===== src/common/port3_pkg.sv =====
// port3_pkg: register map, field positions, reset values and line numbers of the port 3 block
// assumes a 32-bit AXI4-Lite register bus; printed offsets are word indices, byte address = index * 4
package port3_pkg;

  // bus widths
  localparam int ADDR_W = 18;
  localparam int DATA_W = 32;
  localparam int REG_W  = 16;

  // register indices as printed, and their byte addresses
  localparam logic [15:0] IDX_PIN_DATA    = 16'hFFC4;
  localparam logic [15:0] IDX_DIRECTION   = 16'hFFC6;
  localparam logic [15:0] IDX_DRIVE_STYLE = 16'hF1C6;
  localparam logic [15:0] IDX_CONTROL     = 16'hF1D0;
  localparam logic [17:0] ADDR_PIN_DATA    = {IDX_PIN_DATA, 2'b00};
  localparam logic [17:0] ADDR_DIRECTION   = {IDX_DIRECTION, 2'b00};
  localparam logic [17:0] ADDR_DRIVE_STYLE = {IDX_DRIVE_STYLE, 2'b00};
  localparam logic [17:0] ADDR_CONTROL     = {IDX_CONTROL, 2'b00};

  // reset values
  localparam logic [15:0] RST_PIN_DATA    = 16'h0000;
  localparam logic [15:0] RST_DIRECTION   = 16'h0000;
  localparam logic [15:0] RST_DRIVE_STYLE = 16'h0000;
  localparam logic        RST_SYSTEM_CLOCK_OUTPUT_EN   = 1'b0;
  localparam logic        RST_BYTE_HIGH_DISABLE = 1'b0;
  localparam logic        RST_WRITE_CONFIG      = 1'b0;

  // implemented bits: line 14 has no pin, lines 15, 14, 12 have no open-drain bit
  localparam logic [15:0] DIR_MASK    = 16'hBFFF;
  localparam logic [15:0] OD_MASK     = 16'h2FFF;
  localparam logic [15:0] NO_PIN_MASK = 16'h4000;

  // control register fields
  localparam int CTL_SYSTEM_CLOCK_OUTPUT_EN         = 0;
  localparam int CTL_BYTE_HIGH_DISABLE = 1;
  localparam int CTL_WRITE_CONFIG      = 2;
  localparam int CTL_STROBE_ACTIVE     = 3;
  localparam int CTL_HOLD              = 4;

  // line numbers
  localparam int LINE_TIMER0_IN = 0;
  localparam int LINE_CAPTURE   = 2;
  localparam int LINE_T3_UPDOWN = 4;
  localparam int LINE_T4_IN     = 5;
  localparam int LINE_T3_IN     = 6;
  localparam int LINE_T2_IN     = 7;
  localparam int LINE_SYNC_RX   = 8;
  localparam int LINE_SYNC_TX   = 9;
  localparam int LINE_ASYNC_RX  = 11;
  localparam int LINE_STROBE    = 12;
  localparam int LINE_SHIFT_CLK = 13;
  localparam int LINE_SYSTEM_CLOCK_OUTPUT    = 15;

  // bus responses
  localparam logic [1:0] RESP_OKAY   = 2'b00;
  localparam logic [1:0] RESP_SLVERR = 2'b10;

  // byte-lane merge of a 16-bit register
  function automatic logic [15:0] lane_merge(input logic [15:0] old_v, input logic [15:0] new_v,
                                             input logic [1:0] strb);
    lane_merge = {strb[1] ? new_v[15:8] : old_v[15:8], strb[0] ? new_v[7:0] : old_v[7:0]};
  endfunction : lane_merge

endpackage : port3_pkg


===== src/hw/port3_axil_slave.sv =====
// port3_axil_slave: AXI4-Lite slave front end for the port 3 registers
// assumes one clock, synchronous active-low reset; decode and read data come from the parent
`timescale 1ns/10ps
`default_nettype none
module port3_axil_slave
  import port3_pkg::*;
(
  input  wire logic              clock_in,
  input  wire logic              nrst_in,
  input  wire logic              s_axi_awvalid,
  output var  logic              s_axi_awready,
  input  wire logic [ADDR_W-1:0] s_axi_awaddr,
  input  wire logic              s_axi_wvalid,
  output var  logic              s_axi_wready,
  input  wire logic [DATA_W-1:0] s_axi_wdata,
  input  wire logic [3:0]        s_axi_wstrb,
  output var  logic              s_axi_bvalid,
  input  wire logic              s_axi_bready,
  output var  logic [1:0]        s_axi_bresp,
  input  wire logic              s_axi_arvalid,
  output var  logic              s_axi_arready,
  input  wire logic [ADDR_W-1:0] s_axi_araddr,
  output var  logic              s_axi_rvalid,
  input  wire logic              s_axi_rready,
  output var  logic [DATA_W-1:0] s_axi_rdata,
  output var  logic [1:0]        s_axi_rresp,
  output var  logic              wr_en_out,
  output var  logic [ADDR_W-1:0] wr_addr_out,
  output var  logic [DATA_W-1:0] wr_data_out,
  output var  logic [3:0]        wr_strb_out,
  input  wire logic              wr_hit_in,
  output var  logic [ADDR_W-1:0] rd_addr_out,
  input  wire logic [DATA_W-1:0] rd_data_in,
  input  wire logic              rd_hit_in
);

  logic rd_pend_q;

  // write fires once address and data are both held and no response is pending
  assign wr_en_out = !s_axi_awready && !s_axi_wready && !s_axi_bvalid;

  // write address and data, taken in either order
  always_ff @(posedge clock_in) begin
    if (!nrst_in) begin
      s_axi_awready <= 1'b1;
      s_axi_wready  <= 1'b1;
      s_axi_bvalid  <= 1'b0;
      s_axi_bresp   <= RESP_OKAY;
      wr_addr_out   <= '0;
      wr_data_out   <= '0;
      wr_strb_out   <= '0;
    end else begin
      if (s_axi_awvalid && s_axi_awready) begin
        s_axi_awready <= 1'b0;
        wr_addr_out   <= s_axi_awaddr;
      end
      if (s_axi_wvalid && s_axi_wready) begin
        s_axi_wready <= 1'b0;
        wr_data_out  <= s_axi_wdata;
        wr_strb_out  <= s_axi_wstrb;
      end
      if (wr_en_out) begin
        s_axi_bvalid  <= 1'b1;
        s_axi_bresp   <= wr_hit_in ? RESP_OKAY : RESP_SLVERR;
        s_axi_awready <= 1'b1;
        s_axi_wready  <= 1'b1;
      end else if (s_axi_bvalid && s_axi_bready) begin
        s_axi_bvalid <= 1'b0;
      end
    end
  end

  // read: address taken, data one cycle later, held until rready
  always_ff @(posedge clock_in) begin
    if (!nrst_in) begin
      s_axi_arready <= 1'b1;
      s_axi_rvalid  <= 1'b0;
      s_axi_rdata   <= '0;
      s_axi_rresp   <= RESP_OKAY;
      rd_addr_out   <= '0;
      rd_pend_q     <= 1'b0;
    end else begin
      if (s_axi_arvalid && s_axi_arready) begin
        s_axi_arready <= 1'b0;
        rd_addr_out   <= s_axi_araddr;
        rd_pend_q     <= 1'b1;
      end else if (rd_pend_q) begin
        rd_pend_q    <= 1'b0;
        s_axi_rvalid <= 1'b1;
        s_axi_rdata  <= rd_hit_in ? rd_data_in : '0;
        s_axi_rresp  <= rd_hit_in ? RESP_OKAY : RESP_SLVERR;
      end else if (s_axi_rvalid && s_axi_rready) begin
        s_axi_rvalid  <= 1'b0;
        s_axi_arready <= 1'b1;
      end
    end
  end

endmodule : port3_axil_slave
`default_nettype wire


===== src/hw/port3_io.sv =====
// port3_io: 15-line general purpose port with alternate peripheral functions
// assumes synchronous pins and peripheral signals on clock_in; pin wire resolution done outside
//
// Chosen here: the AXI4-Lite register port.
`timescale 1ns/10ps
`default_nettype none

// Summary of operation
// fifteen lines; direction bit 0 floats the line, 1 drives it
// drive-style bit 0 gives push-pull, 1 gives open-drain
// lines 15, 14 and 12 have no open-drain bit
// data bit 14 is stored but drives no pin
// alternate inputs read the input latch of their pin
// alternate output is ANDed with the data latch before the driver
// software sets direction and latch to one before using an alternate output
// an unused alternate output rests high so the pin follows the latch
// alternate outputs: timer 6, timer 3, async transmit, byte-high strobe, clock out
// software sets direction to match bidirectional peripheral modes
// lines 0, 2, 4, 5, 6, 7 feed timer and capture inputs
// clock output enable drives line 15 regardless of its direction bit
// after reset line 12 carries the strobe chosen by the start-up configuration
// line 12 becomes plain I/O when byte-high disable is 1 and write config 0
// strobe function drives line 12 regardless of its direction bit
// during bus hold line 12 follows its direction and data bits
module port3_io
  import port3_pkg::*;
(
  input  wire logic              clock_in,
  input  wire logic              nrst_in,
  input  wire logic              s_axi_awvalid,
  output var  logic              s_axi_awready,
  input  wire logic [ADDR_W-1:0] s_axi_awaddr,
  input  wire logic              s_axi_wvalid,
  output var  logic              s_axi_wready,
  input  wire logic [DATA_W-1:0] s_axi_wdata,
  input  wire logic [3:0]        s_axi_wstrb,
  output var  logic              s_axi_bvalid,
  input  wire logic              s_axi_bready,
  output var  logic [1:0]        s_axi_bresp,
  input  wire logic              s_axi_arvalid,
  output var  logic              s_axi_arready,
  input  wire logic [ADDR_W-1:0] s_axi_araddr,
  output var  logic              s_axi_rvalid,
  input  wire logic              s_axi_rready,
  output var  logic [DATA_W-1:0] s_axi_rdata,
  output var  logic [1:0]        s_axi_rresp,
  input  wire logic [15:0]       pin_in,
  output var  logic [15:0]       pin_out,
  output var  logic [15:0]       pin_oe_out,
  input  wire logic              startup_write_high_in,
  input  wire logic              bus_hold_in,
  input  wire logic              timer6_toggle_output_in,
  input  wire logic              timer3_toggle_output_in,
  input  wire logic              async_serial_transmit_in,
  input  wire logic              async_serial_receive_alt_in,
  input  wire logic              sync_serial_master_receive_alt_in,
  input  wire logic              sync_serial_master_transmit_alt_in,
  input  wire logic              sync_shift_clock_alt_in,
  input  wire logic              byte_high_write_high_strobe_in,
  input  wire logic              system_clock_output_in,
  output var  logic              timer0_count_input_out,
  output var  logic              capture_input_out,
  output var  logic              timer3_up_down_input_out,
  output var  logic              timer4_count_input_out,
  output var  logic              timer3_count_input_out,
  output var  logic              timer2_count_input_out,
  output var  logic              sync_serial_master_receive_out,
  output var  logic              sync_serial_master_transmit_out,
  output var  logic              async_serial_receive_out,
  output var  logic              sync_shift_clock_out
);

  logic [15:0]       data_q;
  logic [15:0]       dir_q;
  logic [15:0]       od_q;
  logic [15:0]       in_q;
  logic              clk_en_q;
  logic              byte_high_disable_bit_q;
  logic              write_configuration_bit_q;
  logic              started_q;
  logic              wr_en;
  logic [ADDR_W-1:0] wr_addr;
  logic [DATA_W-1:0] wr_data;
  logic [3:0]        wr_strb;
  logic [ADDR_W-1:0] rd_addr;
  logic [DATA_W-1:0] rd_data;
  logic              wr_hit;
  logic              rd_hit;

  // bus front end
  port3_axil_slave u_slave (
    .clock_in      (clock_in),
    .nrst_in       (nrst_in),
    .s_axi_awvalid (s_axi_awvalid),
    .s_axi_awready (s_axi_awready),
    .s_axi_awaddr  (s_axi_awaddr),
    .s_axi_wvalid  (s_axi_wvalid),
    .s_axi_wready  (s_axi_wready),
    .s_axi_wdata   (s_axi_wdata),
    .s_axi_wstrb   (s_axi_wstrb),
    .s_axi_bvalid  (s_axi_bvalid),
    .s_axi_bready  (s_axi_bready),
    .s_axi_bresp   (s_axi_bresp),
    .s_axi_arvalid (s_axi_arvalid),
    .s_axi_arready (s_axi_arready),
    .s_axi_araddr  (s_axi_araddr),
    .s_axi_rvalid  (s_axi_rvalid),
    .s_axi_rready  (s_axi_rready),
    .s_axi_rdata   (s_axi_rdata),
    .s_axi_rresp   (s_axi_rresp),
    .wr_en_out     (wr_en),
    .wr_addr_out   (wr_addr),
    .wr_data_out   (wr_data),
    .wr_strb_out   (wr_strb),
    .wr_hit_in     (wr_hit),
    .rd_addr_out   (rd_addr),
    .rd_data_in    (rd_data),
    .rd_hit_in     (rd_hit)
  );

  // write address decode
  wire wr_data_sel = wr_en && (wr_addr == ADDR_PIN_DATA);
  wire wr_dir_sel  = wr_en && (wr_addr == ADDR_DIRECTION);
  wire wr_od_sel   = wr_en && (wr_addr == ADDR_DRIVE_STYLE);
  wire wr_ctl_sel  = wr_en && (wr_addr == ADDR_CONTROL);
  assign wr_hit = (wr_addr == ADDR_PIN_DATA) || (wr_addr == ADDR_DIRECTION) ||
                  (wr_addr == ADDR_DRIVE_STYLE) || (wr_addr == ADDR_CONTROL);
  wire [15:0] ctl_new = lane_merge(16'h0000, wr_data[15:0], wr_strb[1:0]);

  // line 12 strobe selected unless disabled, and released during bus hold
  wire strobe_en  = !(byte_high_disable_bit_q && !write_configuration_bit_q);
  wire strobe_sel = strobe_en && !bus_hold_in;

  // control view for reads
  wire [15:0] ctl_view = {11'h000, bus_hold_in, strobe_en, write_configuration_bit_q, byte_high_disable_bit_q, clk_en_q};

  // read decode: data register shows pin state, bit 14 shows its latch
  assign rd_hit = (rd_addr == ADDR_PIN_DATA) || (rd_addr == ADDR_DIRECTION) ||
                  (rd_addr == ADDR_DRIVE_STYLE) || (rd_addr == ADDR_CONTROL);
  wire [15:0] rd_val = (rd_addr == ADDR_PIN_DATA)    ? ((in_q & ~NO_PIN_MASK) | (data_q & NO_PIN_MASK)) :
                       (rd_addr == ADDR_DIRECTION)   ? dir_q :
                       (rd_addr == ADDR_DRIVE_STYLE) ? od_q :
                       (rd_addr == ADDR_CONTROL)     ? ctl_view : 16'h0000;
  assign rd_data = {16'h0000, rd_val};

  // port registers; open-drain bits 15, 14, 12 stay zero
  always_ff @(posedge clock_in) begin
    if (!nrst_in) begin
      data_q <= RST_PIN_DATA;
      dir_q  <= RST_DIRECTION;
      od_q   <= RST_DRIVE_STYLE;
    end else begin
      if (wr_data_sel) data_q <= lane_merge(data_q, wr_data[15:0], wr_strb[1:0]);
      if (wr_dir_sel)  dir_q  <= lane_merge(dir_q, wr_data[15:0], wr_strb[1:0]) & DIR_MASK;
      if (wr_od_sel)   od_q   <= lane_merge(od_q, wr_data[15:0], wr_strb[1:0]) & OD_MASK;
    end
  end

  // control bits; start-up strobe mode caught at the first edge after reset release
  always_ff @(posedge clock_in) begin
    if (!nrst_in) begin
      clk_en_q  <= RST_SYSTEM_CLOCK_OUTPUT_EN;
      byte_high_disable_bit_q  <= RST_BYTE_HIGH_DISABLE;
      write_configuration_bit_q   <= RST_WRITE_CONFIG;
      started_q <= 1'b0;
    end else begin
      started_q <= 1'b1;
      if (!started_q) begin
        write_configuration_bit_q <= startup_write_high_in;
      end else if (wr_ctl_sel) begin
        if (wr_strb[0]) begin
          clk_en_q <= ctl_new[CTL_SYSTEM_CLOCK_OUTPUT_EN];
          byte_high_disable_bit_q <= ctl_new[CTL_BYTE_HIGH_DISABLE];
          write_configuration_bit_q  <= ctl_new[CTL_WRITE_CONFIG];
        end
      end
    end
  end

  // alternate outputs per line; idle peripherals hold their line high
  wire [15:0] alt_out = {2'b11, sync_shift_clock_alt_in, 1'b1, async_serial_receive_alt_in,
                         async_serial_transmit_in, sync_serial_master_transmit_alt_in,
                         sync_serial_master_receive_alt_in, 4'hF, timer3_toggle_output_in, 1'b1,
                         timer6_toggle_output_in, 1'b1};
  wire [15:0] anded   = data_q & alt_out;

  // lines 15 and 12 select their function directly, with a forced driver
  wire line15_val = clk_en_q ? system_clock_output_in : anded[LINE_SYSTEM_CLOCK_OUTPUT];
  wire line12_val = strobe_sel ? byte_high_write_high_strobe_in : anded[LINE_STROBE];
  wire [15:0] value = {line15_val, anded[14:13], line12_val, anded[11:0]};
  wire [15:0] force_drv = {clk_en_q, 2'b00, strobe_sel, 12'h000};
  wire [15:0] drive = (dir_q | force_drv) & ~NO_PIN_MASK;

  // pin drivers: open-drain lines only pull low
  wire [15:0] oe_d  = drive & ~(od_q & value);
  wire [15:0] out_d = drive & value & ~od_q;

  // registered pins and input latch
  always_ff @(posedge clock_in) begin
    if (!nrst_in) begin
      pin_out    <= 16'h0000;
      pin_oe_out <= 16'h0000;
      in_q       <= 16'h0000;
    end else begin
      pin_out    <= out_d;
      pin_oe_out <= oe_d;
      in_q       <= pin_in;
    end
  end

  // peripheral inputs read the input latch
  assign timer0_count_input_out          = in_q[LINE_TIMER0_IN];
  assign capture_input_out               = in_q[LINE_CAPTURE];
  assign timer3_up_down_input_out        = in_q[LINE_T3_UPDOWN];
  assign timer4_count_input_out          = in_q[LINE_T4_IN];
  assign timer3_count_input_out          = in_q[LINE_T3_IN];
  assign timer2_count_input_out          = in_q[LINE_T2_IN];
  assign sync_serial_master_receive_out  = in_q[LINE_SYNC_RX];
  assign sync_serial_master_transmit_out = in_q[LINE_SYNC_TX];
  assign async_serial_receive_out        = in_q[LINE_ASYNC_RX];
  assign sync_shift_clock_out            = in_q[LINE_SHIFT_CLK];
endmodule : port3_io
`default_nettype wire


===== config.mk =====
export PLATFORM = sky130hd
export DESIGN_NAME = port3_io
export DESIGN_NICKNAME = d
export VERILOG_FILES = /design/src/common/port3_pkg.sv /design/src/hw/port3_axil_slave.sv /design/src/hw/port3_io.sv
export SDC_FILE = /design/constraint.sdc
export NUM_CORES = 1
export LEC_CHECK = 0
export BUFFER_PORTS_ARGS = -buffer_cell sky130_fd_sc_hd__buf_2
export CAP_MARGIN = 20
export CELL_PAD_IN_SITES_DETAIL_PLACEMENT = 0
export CELL_PAD_IN_SITES_GLOBAL_PLACEMENT = 1
export CORE_MARGIN = 5
export CORE_UTILIZATION = 30
export DETAILED_ROUTE_END_ITERATION = 6
export PLACE_DENSITY_LB_ADDON = 0.2
export SYNTH_ARGS = -nofsm -noshare
export SYNTH_HDL_FRONTEND = slang
export SYNTH_SLANG_ARGS = --single-unit

===== constraint.sdc =====
create_clock -name clock_in -period 2 [get_ports clock_in]
set_input_delay 0.2 -clock clock_in [delete_from_list [all_inputs] [get_ports clock_in]]
set_output_delay 0.2 -clock clock_in [all_outputs]
set_load 0.01 [all_outputs]

# == After elaboration in Yosys (flattened, before gate mapping) ==
# Index checks and enable logic that the tools add are counted.
# op_classes
n_eq_ne,11
muxes,21
bitwise,11
reduce_logical,40
# ops
op,count
"18-bit equality test, second input constant",8
16-bit bitwise AND,4
16-bit two-way mux,3
2-bit AND reduction,10
14-bit by 16-bit bitwise AND with 16-bit output,1
14-bit NOT with 16-bit output,1
16-bit NOT,1
16-bit by 15-bit OR with 16-bit output,1
16-bit OR,1
1-bit two-way mux,14
14-bit two-way mux,1
1-bit logical AND,13
1-bit zero test,6
1-bit logical OR,6
2-bit nonzero test,3
5-bit two-way mux,1
2-bit two-way mux,2
"2-bit by 1-bit inequality test with 1-bit output, second input constant",2
3-bit AND reduction,1
"2-bit inequality test, second input constant",1
1-bit NOT,2
2-bit OR reduction,1
# word_totals
regBits,192
input_bits,106
wordCells,109

# == Longest topological paths before layout ==
# Gate-level depths: netlist of run 1.
# logic_depth
depth_word,8
ltp_mapped,7
ltp_nobuf,5

# == Cells and area by module ==
# A second synthesis of run 1 with hierarchy kept.
# unflattened
hier_cells,881
hier_area_um2,8577.0
# modules_own_cells
module,instances,cells_per_inst,area_per_inst_um2,seq_area_each_um2
port3_axil_slave,1,504,4838.4,2242.2
port3_io,1,377,3738.6,1861.8

# == Least setup slack after synthesis of run 1 ==
# OpenSTA, ideal clock, no wires.
# synth_path
path_type,reg-to-reg
start,register u_slave.rd_addr_out[0]
end,register u_slave.s_axi_rdata[3]
setup_ns,0.121
arrival_ns,1.762
required_time_ns,1.879
path_slack_ns,0.117
stages_incl_launch_ff,8
path_cell_list,dfxtp_1 -> or3_4 -> or4_1 -> buf_2 -> or2_0 -> buf_2 -> o22ai_1 -> o21ai_1
# synth_between
elab_chain_len,6
# synth_lines
item,line_no,source
"start, declared",port3_axil_slave.sv:32,"output var logic [ADDR_W-1:0] rd_addr_out,"
"start signal, assigned",port3_axil_slave.sv:85,rd_addr_out <= s_axi_araddr;
18-bit equality test,"port3_io.sv:139, port3_io.sv:143",
5-bit two-way mux,port3_io.sv:143,(rd_addr == ADDR_CONTROL) ? ctl_view : 16'h0000;
14-bit two-way mux,port3_io.sv:142,(rd_addr == ADDR_DRIVE_STYLE) ? od_q :
16-bit two-way mux,port3_io.sv:141,(rd_addr == ADDR_DIRECTION) ? dir_q :
16-bit two-way mux,port3_io.sv:140,wire [15:0] rd_val = (rd_addr == ADDR_PIN_DATA) ? ((in_q & ~NO_PIN_MASK) | (data_q & NO_PIN_MASK)) :
16-bit two-way mux *,port3_axil_slave.sv:90,s_axi_rdata <= rd_hit_in ? rd_data_in : '0;
"end signal, assigned",port3_axil_slave.sv:90,
"end, declared",port3_axil_slave.sv:25,"output var logic [DATA_W-1:0] s_axi_rdata,"
# Mark *: on every way between the ends. The rest lies on a longest branch, timed or not.
# A chain may end at the register's enable or synchronous reset.

# == Worst setup path in the final report of run 1 ==
# layout_path
start,register u_slave.rd_addr_out[0]
end,register u_slave.s_axi_rdata[1]
# Same word-level chain as after synthesis.

==> results of run 1 <==
## power by group
part	leakage (nW)	total (mW)	internal, mW	switching [mW]
sequential	1.39	3.57	3.50	0.0724
combinational	1.92	0.565	0.253	0.312
clock	0.303	3.47	2.03	1.44
total	3.61	7.61	5.78	1.83
## metal layers
metal,GRT usage [%],share of wire [%]
met5,0,0
met4,2.99,0.62
met3,4.18,5.4
met2,24.7,47
met1,20.8,47
## logic make-up (layout without fill, tap and decap cells)
family	Yosys count	after routing	synth area share [%]
and+or+nand+nor	313	313	23.5
AOI/OAI and AO/OA	131	131	11.7
DFF	171	171	52.3
buffers and inverters	63	264	4.83
muxes	50	50	7.64
other	1	20	0.0573
## placed cells by master (no fill, tap or decap), types with 5 or more instances in the layout
master,Yosys,layout
dfxtp_1,171,168
nand2_1,162,162
buf_2,3,149
a21oi_1,71,71
mux2i_1,50,50
nor2_1,49,48
dlygate4sd3_1,0,43
buf_4,20,29
conb_1,1,20
and2_1,19,19
clkbuf_16,0,17
nand2b_1,15,15
o21ai_1,15,14
nor3_1,14,13
a31oi_1,8,8
nand3_1,8,8
a22o_1,8,8
nor3b_1,7,7
inv_6,0,7
o21ai_0,7,6
a221oi_1,6,6
nand4_1,5,5
## per-stage QoR
stage	power [mW]	utilization, %	instance area (sq um)	TNS, ns	cells
3_3_place_gp	4.15	35.6	7720	0	1152
3_5_place_dp	4.15	35.6	7720	-0.0485	1152
4_1_cts	7.70	40.3	8740	0	1224
6_report	7.61	40.7	8840	0	1229
2_1_floorplan	3.94	-	6620	0	748
5_1_grt	7.95	40.7	8840	-0.403	1229
## registers in the layout (all words and copies together), names as in the netlist, 2 cells and up
signal	cells
u_slave.rd_addr_out	18
u_slave.wr_addr_out	18
data_q	16
u_slave.s_axi_rdata	16
u_slave.wr_data_out	16
dir_q	15
in_q	15
pin_oe_out	15
pin_out	15
od_q	13
u_slave.wr_strb_out	2
## area by class of cell
type,count,area (sq um)
Sequential cell,171,3430
Timing Repair Buffer,227,1500
Inverter,5,20.0
Clock inverter,14,181
Clock buffer,18,439
Multi-Input combinational cell,514,2920
Fill cell,2248,12900
Tap cell,280,350
## repair_timing
action                     CTS  global route
pin swaps                    0             1
hold buffers                40             3
setup endpoints to repair    3            16
hold endpoints to repair    44             3
gates resized for setup      1            14
buffers inserted             0             2
## tightest hold or removal path, stage by stage
cell     delay [ns]
buf_2          0.10
nand2_1        0.05
a21oi_1        0.05
## worst max path at each step
stage | cells past startpoint | startpoint | end
after floorplan | 7 | u_slave.rd_addr_out[0] | u_slave.s_axi_rdata[3]
after global placement | 6 | u_slave.rd_addr_out[0] | u_slave.s_axi_rdata[2]
after detailed placement | 6 | u_slave.rd_addr_out[0] | u_slave.s_axi_rdata[0]
after CTS | 6 | u_slave.rd_addr_out[0] | u_slave.s_axi_rdata[2]
after global routing | 6 | u_slave.rd_addr_out[0] | u_slave.s_axi_rdata[2]
final | 5 | u_slave.rd_addr_out[0] | u_slave.s_axi_rdata[1]
==> results.cfg, run 1 <==
[die]
core_sq_mm = 0.0217
die_x_um = 158
start_util_pct = 30.2
die_h_um = 158
rows = 54
boundaryPins = 189
die_area_sq_mm = 0.0249

[clock_tree]
cts.clk_slew.worst_paths_ns = 0.07
clock_latency_ns = 0.43
cts_made_buffers = 17
h-tree-depth = 4
cts.sinks = 171
cts-root-buf = clkbuf_16
cts_tree = yes
clockBufferDepth = 2

[sta]
finalClockSkew_ns = 0.0112
drv_slew = 0
worst_pin_slew_ns = 0.644
rsz0062_at_grt = yes
finalHoldViolations = 0
max_freq_mhz = 509
fin_ws_ns = 0.0359
whs_ns = 0.0163
post-route-period-util_pct = 98.2
setup_viol = 0
period_minus_slack_ns = 1.96
max_slew_margin_pct = 57.0

[yosys]
yosysTopAreaCell = dfxtp_1
yosysMostFrequentCell = dfxtp_1
ys_ff_latch = 171
yosys.cell_types.count = 54
synth_area_leaders = dfxtp_1 52%, nand2_1 9.3%, mux2i_1 7.6%
synthArstFlopShare_pct = 0
postSynthAreaPerCell_sq_um = 8.98
ys_top_cells_by_count = 171 x dfxtp_1, 162 x nand2_1, 71 x a21oi_1
synth_top_cell_area_share_pct = 52.3
synth_flop_cell = dfxtp_1
ys_seq_area_share_pct = 52.3
ys_warn_count = 0
syn_inst = 729
synth_edf_count = 0
syn_area_sq_mm = 0.00655

[setup_path]
path_class = reg2reg
regToRegEndpoint = u_slave.s_axi_rdata[1]
worst-path-max-fanout = 5
worstPathArrival_ns = 2.29
rr_startpoint = u_slave.rd_addr_out[0]
cp_slowest_cell = or3_4
rr_worst_depth = 5
crit_path_max_incr_delay_ns = 0.41
critical_path.cell_chain = or3_4, or3_1, o22ai_2, nand4_1, a221oi_1
critPathBufInv = 0
startpoint_type = register
required_ns = 2.33
reg2reg_slack_ns = 0.04
cp_top_family = simple AND/OR/NAND/NOR gates
cp-end-kind = register

[place]
place_ws_ns = -0.0258
port_buffers = 149
gp_congestion = 0.759
place_hpwl_um = 13100

[global_route]
grt_pass1_vias = 5485
grt_pass1_wl_um = 29700
grt_util_all_layers_pct = 15.3
grt_max_degree = 103
overflow = 0
antenna_found_initial = 0

[drt]
route.detailed.drc = 0
vias = 5577
wirelength_um = 18900
drt_pass1_iterations = 5
antenna_left = 0
wl_per_cell_um = 15.4
drt_iter0_drc = 304
viasPerCell = 4.54

[layout]
diodes = 0
area_delta_synth_final_pct = 34.9
drive_gt1_share_pct = 25.6
nNetsFinal = 1042

[min_path]
min_to = u_slave.rd_addr_out[10]
worstHoldStart = s_axi_araddr[10]
hold_depth = 3
hold_class = in2reg

[status]
outcome = completed

[power_and_ir_drop]
vdd_drop_max_uv = 452
power.density_mw_per_mm2 = 861
power.leakage_nw = 3.61

[run]
max-cap-violations = 0
(Power assumes the default switching activity.)
==> run 2, diff against run 1 <==
--- a/config.mk
+++ b/config.mk
@@ -5,6 +5,7 @@
 export SDC_FILE = /design/constraint.sdc
 export NUM_CORES = 1
 export LEC_CHECK = 0
+export ABC_AREA = 1
 export BUFFER_PORTS_ARGS = -buffer_cell sky130_fd_sc_hd__buf_2
 export CAP_MARGIN = 20
 export CELL_PAD_IN_SITES_DETAIL_PLACEMENT = 0
==> run 2 against run 1 <==
Die area is 6.7% higher; flip-flop and latch count is the same; combinational power is 2% higher; clock skew rose by 0.0018 ns; via count grew 12%; power rose by 1.8%; critical path depth grew 4; largest power group unchanged; highest routed layer is now met5; count of clock-buffer cells in the layout grew 4; setup slack better by 0.21 ns; maximum frequency grew 12%.
==> results.cfg, run 2 <==
[drt]
wl_per_cell_um = 14.2
viasPerCell = 4.38
wl_met1_um = 10000
vias = 6250
wl_met3_um = 1230
met2_length_um = 8760
highest_layer = met5
route.detailed.drc = 0
drt_pass1_iterations = 4
drt_iter0_drc = 331
wirelength_um = 20300
antenna_left = 0

[sta]
post-route-period-util_pct = 87.5
setup_viol = 0
max_freq_mhz = 571
rsz0062_at_grt = no
worst_pin_slew_ns = 0.528
finalClockSkew_ns = 0.0131
period_minus_slack_ns = 1.75
fin_tns_setup_ns = 0
max_slew_margin_pct = 64.6
finalHoldViolations = 0
drv_slew = 0

[yosys]
ys_seq_area_share_pct = 48.8
synth_area_leaders = dfxtp_1 49%, nand2_1 8.9%, nor2_1 7.9%
syn_area_sq_mm = 0.00702
ys_ff_latch = 171
synth_flop_cell = dfxtp_1
yosys.cell_types.count = 34
synthArstFlopShare_pct = 0
ys_top_cells_by_count = 171 x dfxtp_1, 167 x nand2_1, 147 x nor2_1
yosysMostFrequentCell = dfxtp_1
ys_warn_count = 0
synth_top_cell_area_share_pct = 48.8
yosysTopAreaCell = dfxtp_1
syn_inst = 929
synth_edf_count = 0
postSynthAreaPerCell_sq_um = 7.56

[die]
core_sq_mm = 0.0233
die_h_um = 163
die_x_um = 163
boundaryPins = 189
start_util_pct = 30.2
rows = 56
die_area_sq_mm = 0.0266

[global_route]
grt_pass1_wl_um = 32400
grt_max_degree = 43
grt_util_all_layers_pct = 15.4
grt_pass1_vias = 6051
antenna_found_initial = 4
overflow = 0

[clock_tree]
h-tree-depth = 4
cts.clk_slew.worst_paths_ns = 0.07
cts_hold_buf = 15
cts_tree = yes
clock_latency_ns = 0.43
cts-root-buf = clkbuf_16
cts.repair.resized = 0
cts_setup_buffers = 0
cts.sinks = 171
clockBufferDepth = 2
cts_made_buffers = 17

[layout]
mostFrequentLayoutCells = 171 x dfxtp_1, 167 x nand2_1, 149 x buf_2
nNetsFinal = 1199
area_delta_synth_final_pct = 25.9
top_regs = u_slave.rd_addr_out x18, u_slave.wr_addr_out x18
final_util_pct = 38.0
final_common_cell = dfxtp_1
drive_gt1_share_pct = 22.4

[setup_path]
critical_path.cell_chain = inv_2, nor3_2, nand3_1, inv_2, nand2_2, inv_2, nand2_2, nor2_1, a211oi_2
cp_top_family = simple AND/OR/NAND/NOR gates
path_class = reg2reg
worstPathArrival_ns = 2.04
crit_top_cell = inv_2
cp-end-kind = register
cp_slowest_cell = dfxtp_1
required_ns = 2.29
startpoint_type = register
worst-path-max-fanout = 14
crit_path_max_incr_delay_ns = 0.39
critPathBufInv = 3

[place]
gp_congestion = 0.774
place_hpwl_um = 15100
port_buffers = 149

[power_and_ir_drop]
vdd_drop_max_uv = 336
power.density_mw_per_mm2 = 877
power.leakage_nw = 4.11

[run]
max-cap-violations = 0

[status]
outcome = completed

[min_path]
hold_class = in2reg
-- run 2: per-layer routing --
metal,track usage (%),vias up
met3,3.97,18
li1,-,3302
met2,22.8,157
met5,0,-
met1,22.3,2767
met4,4.19,6
-- run 2: cells by family (layout without fill, tap and decap cells) --
logic type | count (synthesis) | in the layout | synth area share [%]
buf+inv | 152 | 310 | 9.66
other cells | 1 | 21 | 0.0534
simple gates | 452 | 452 | 29.3
compound gates | 153 | 153 | 12.3
flops | 171 | 171 | 48.8
-- run 2: tightest hold or removal path, cell delays in order --
cell and delay (ns):
buf_2 0.10, nand2_1 0.07, nor3_1 0.05
-- run 2: area by class of cell --
cell class	instances	area, sq um
repair buffers	183	1040
fillers	2529	14400
inverters	95	357
clock buffers	22	464
well taps	319	399
flip-flops and latches	171	3420
clock inverters	10	165
diodes	1	2.50
multi-input cells	625	2990
-- run 2: power by group --
part	total [mW]	internal [mW]	switching (mW)
clock	3.54	2.16	1.37
sequential	3.64	3.54	0.101
combinational	0.577	0.212	0.365
total	7.75	5.91	1.84
-- run 2: through the flow --
stage               setup slack [ns]  power, mW  std cells  hold WS [ns]  cell area (sq um)
finish                         0.250       7.75       1426        0.0261               8840
global route                  0.0697       8.10       1426        0.0202               8840
CTS                            0.209       7.85       1425       0.00586               8840
detailed placement             0.227       4.27       1378         0.384               8060
global placement               0.249       4.27       1378         0.382               8060
floorplan                      0.595       4.06        948         0.228               7090
-- run 2: worst paths after layout --
kind              endpoint  slack (ns)  cells after the start                                from
min             pin_out[9]        0.03                      3  sync_serial_master_transmit_alt_in
min reg2reg  pin_oe_out[4]        0.43                      1                           data_q[4]
max              data_q[4]        0.25                      9             u_slave.wr_addr_out[11]
max reg2reg      data_q[4]        0.25                      9             u_slave.wr_addr_out[11]
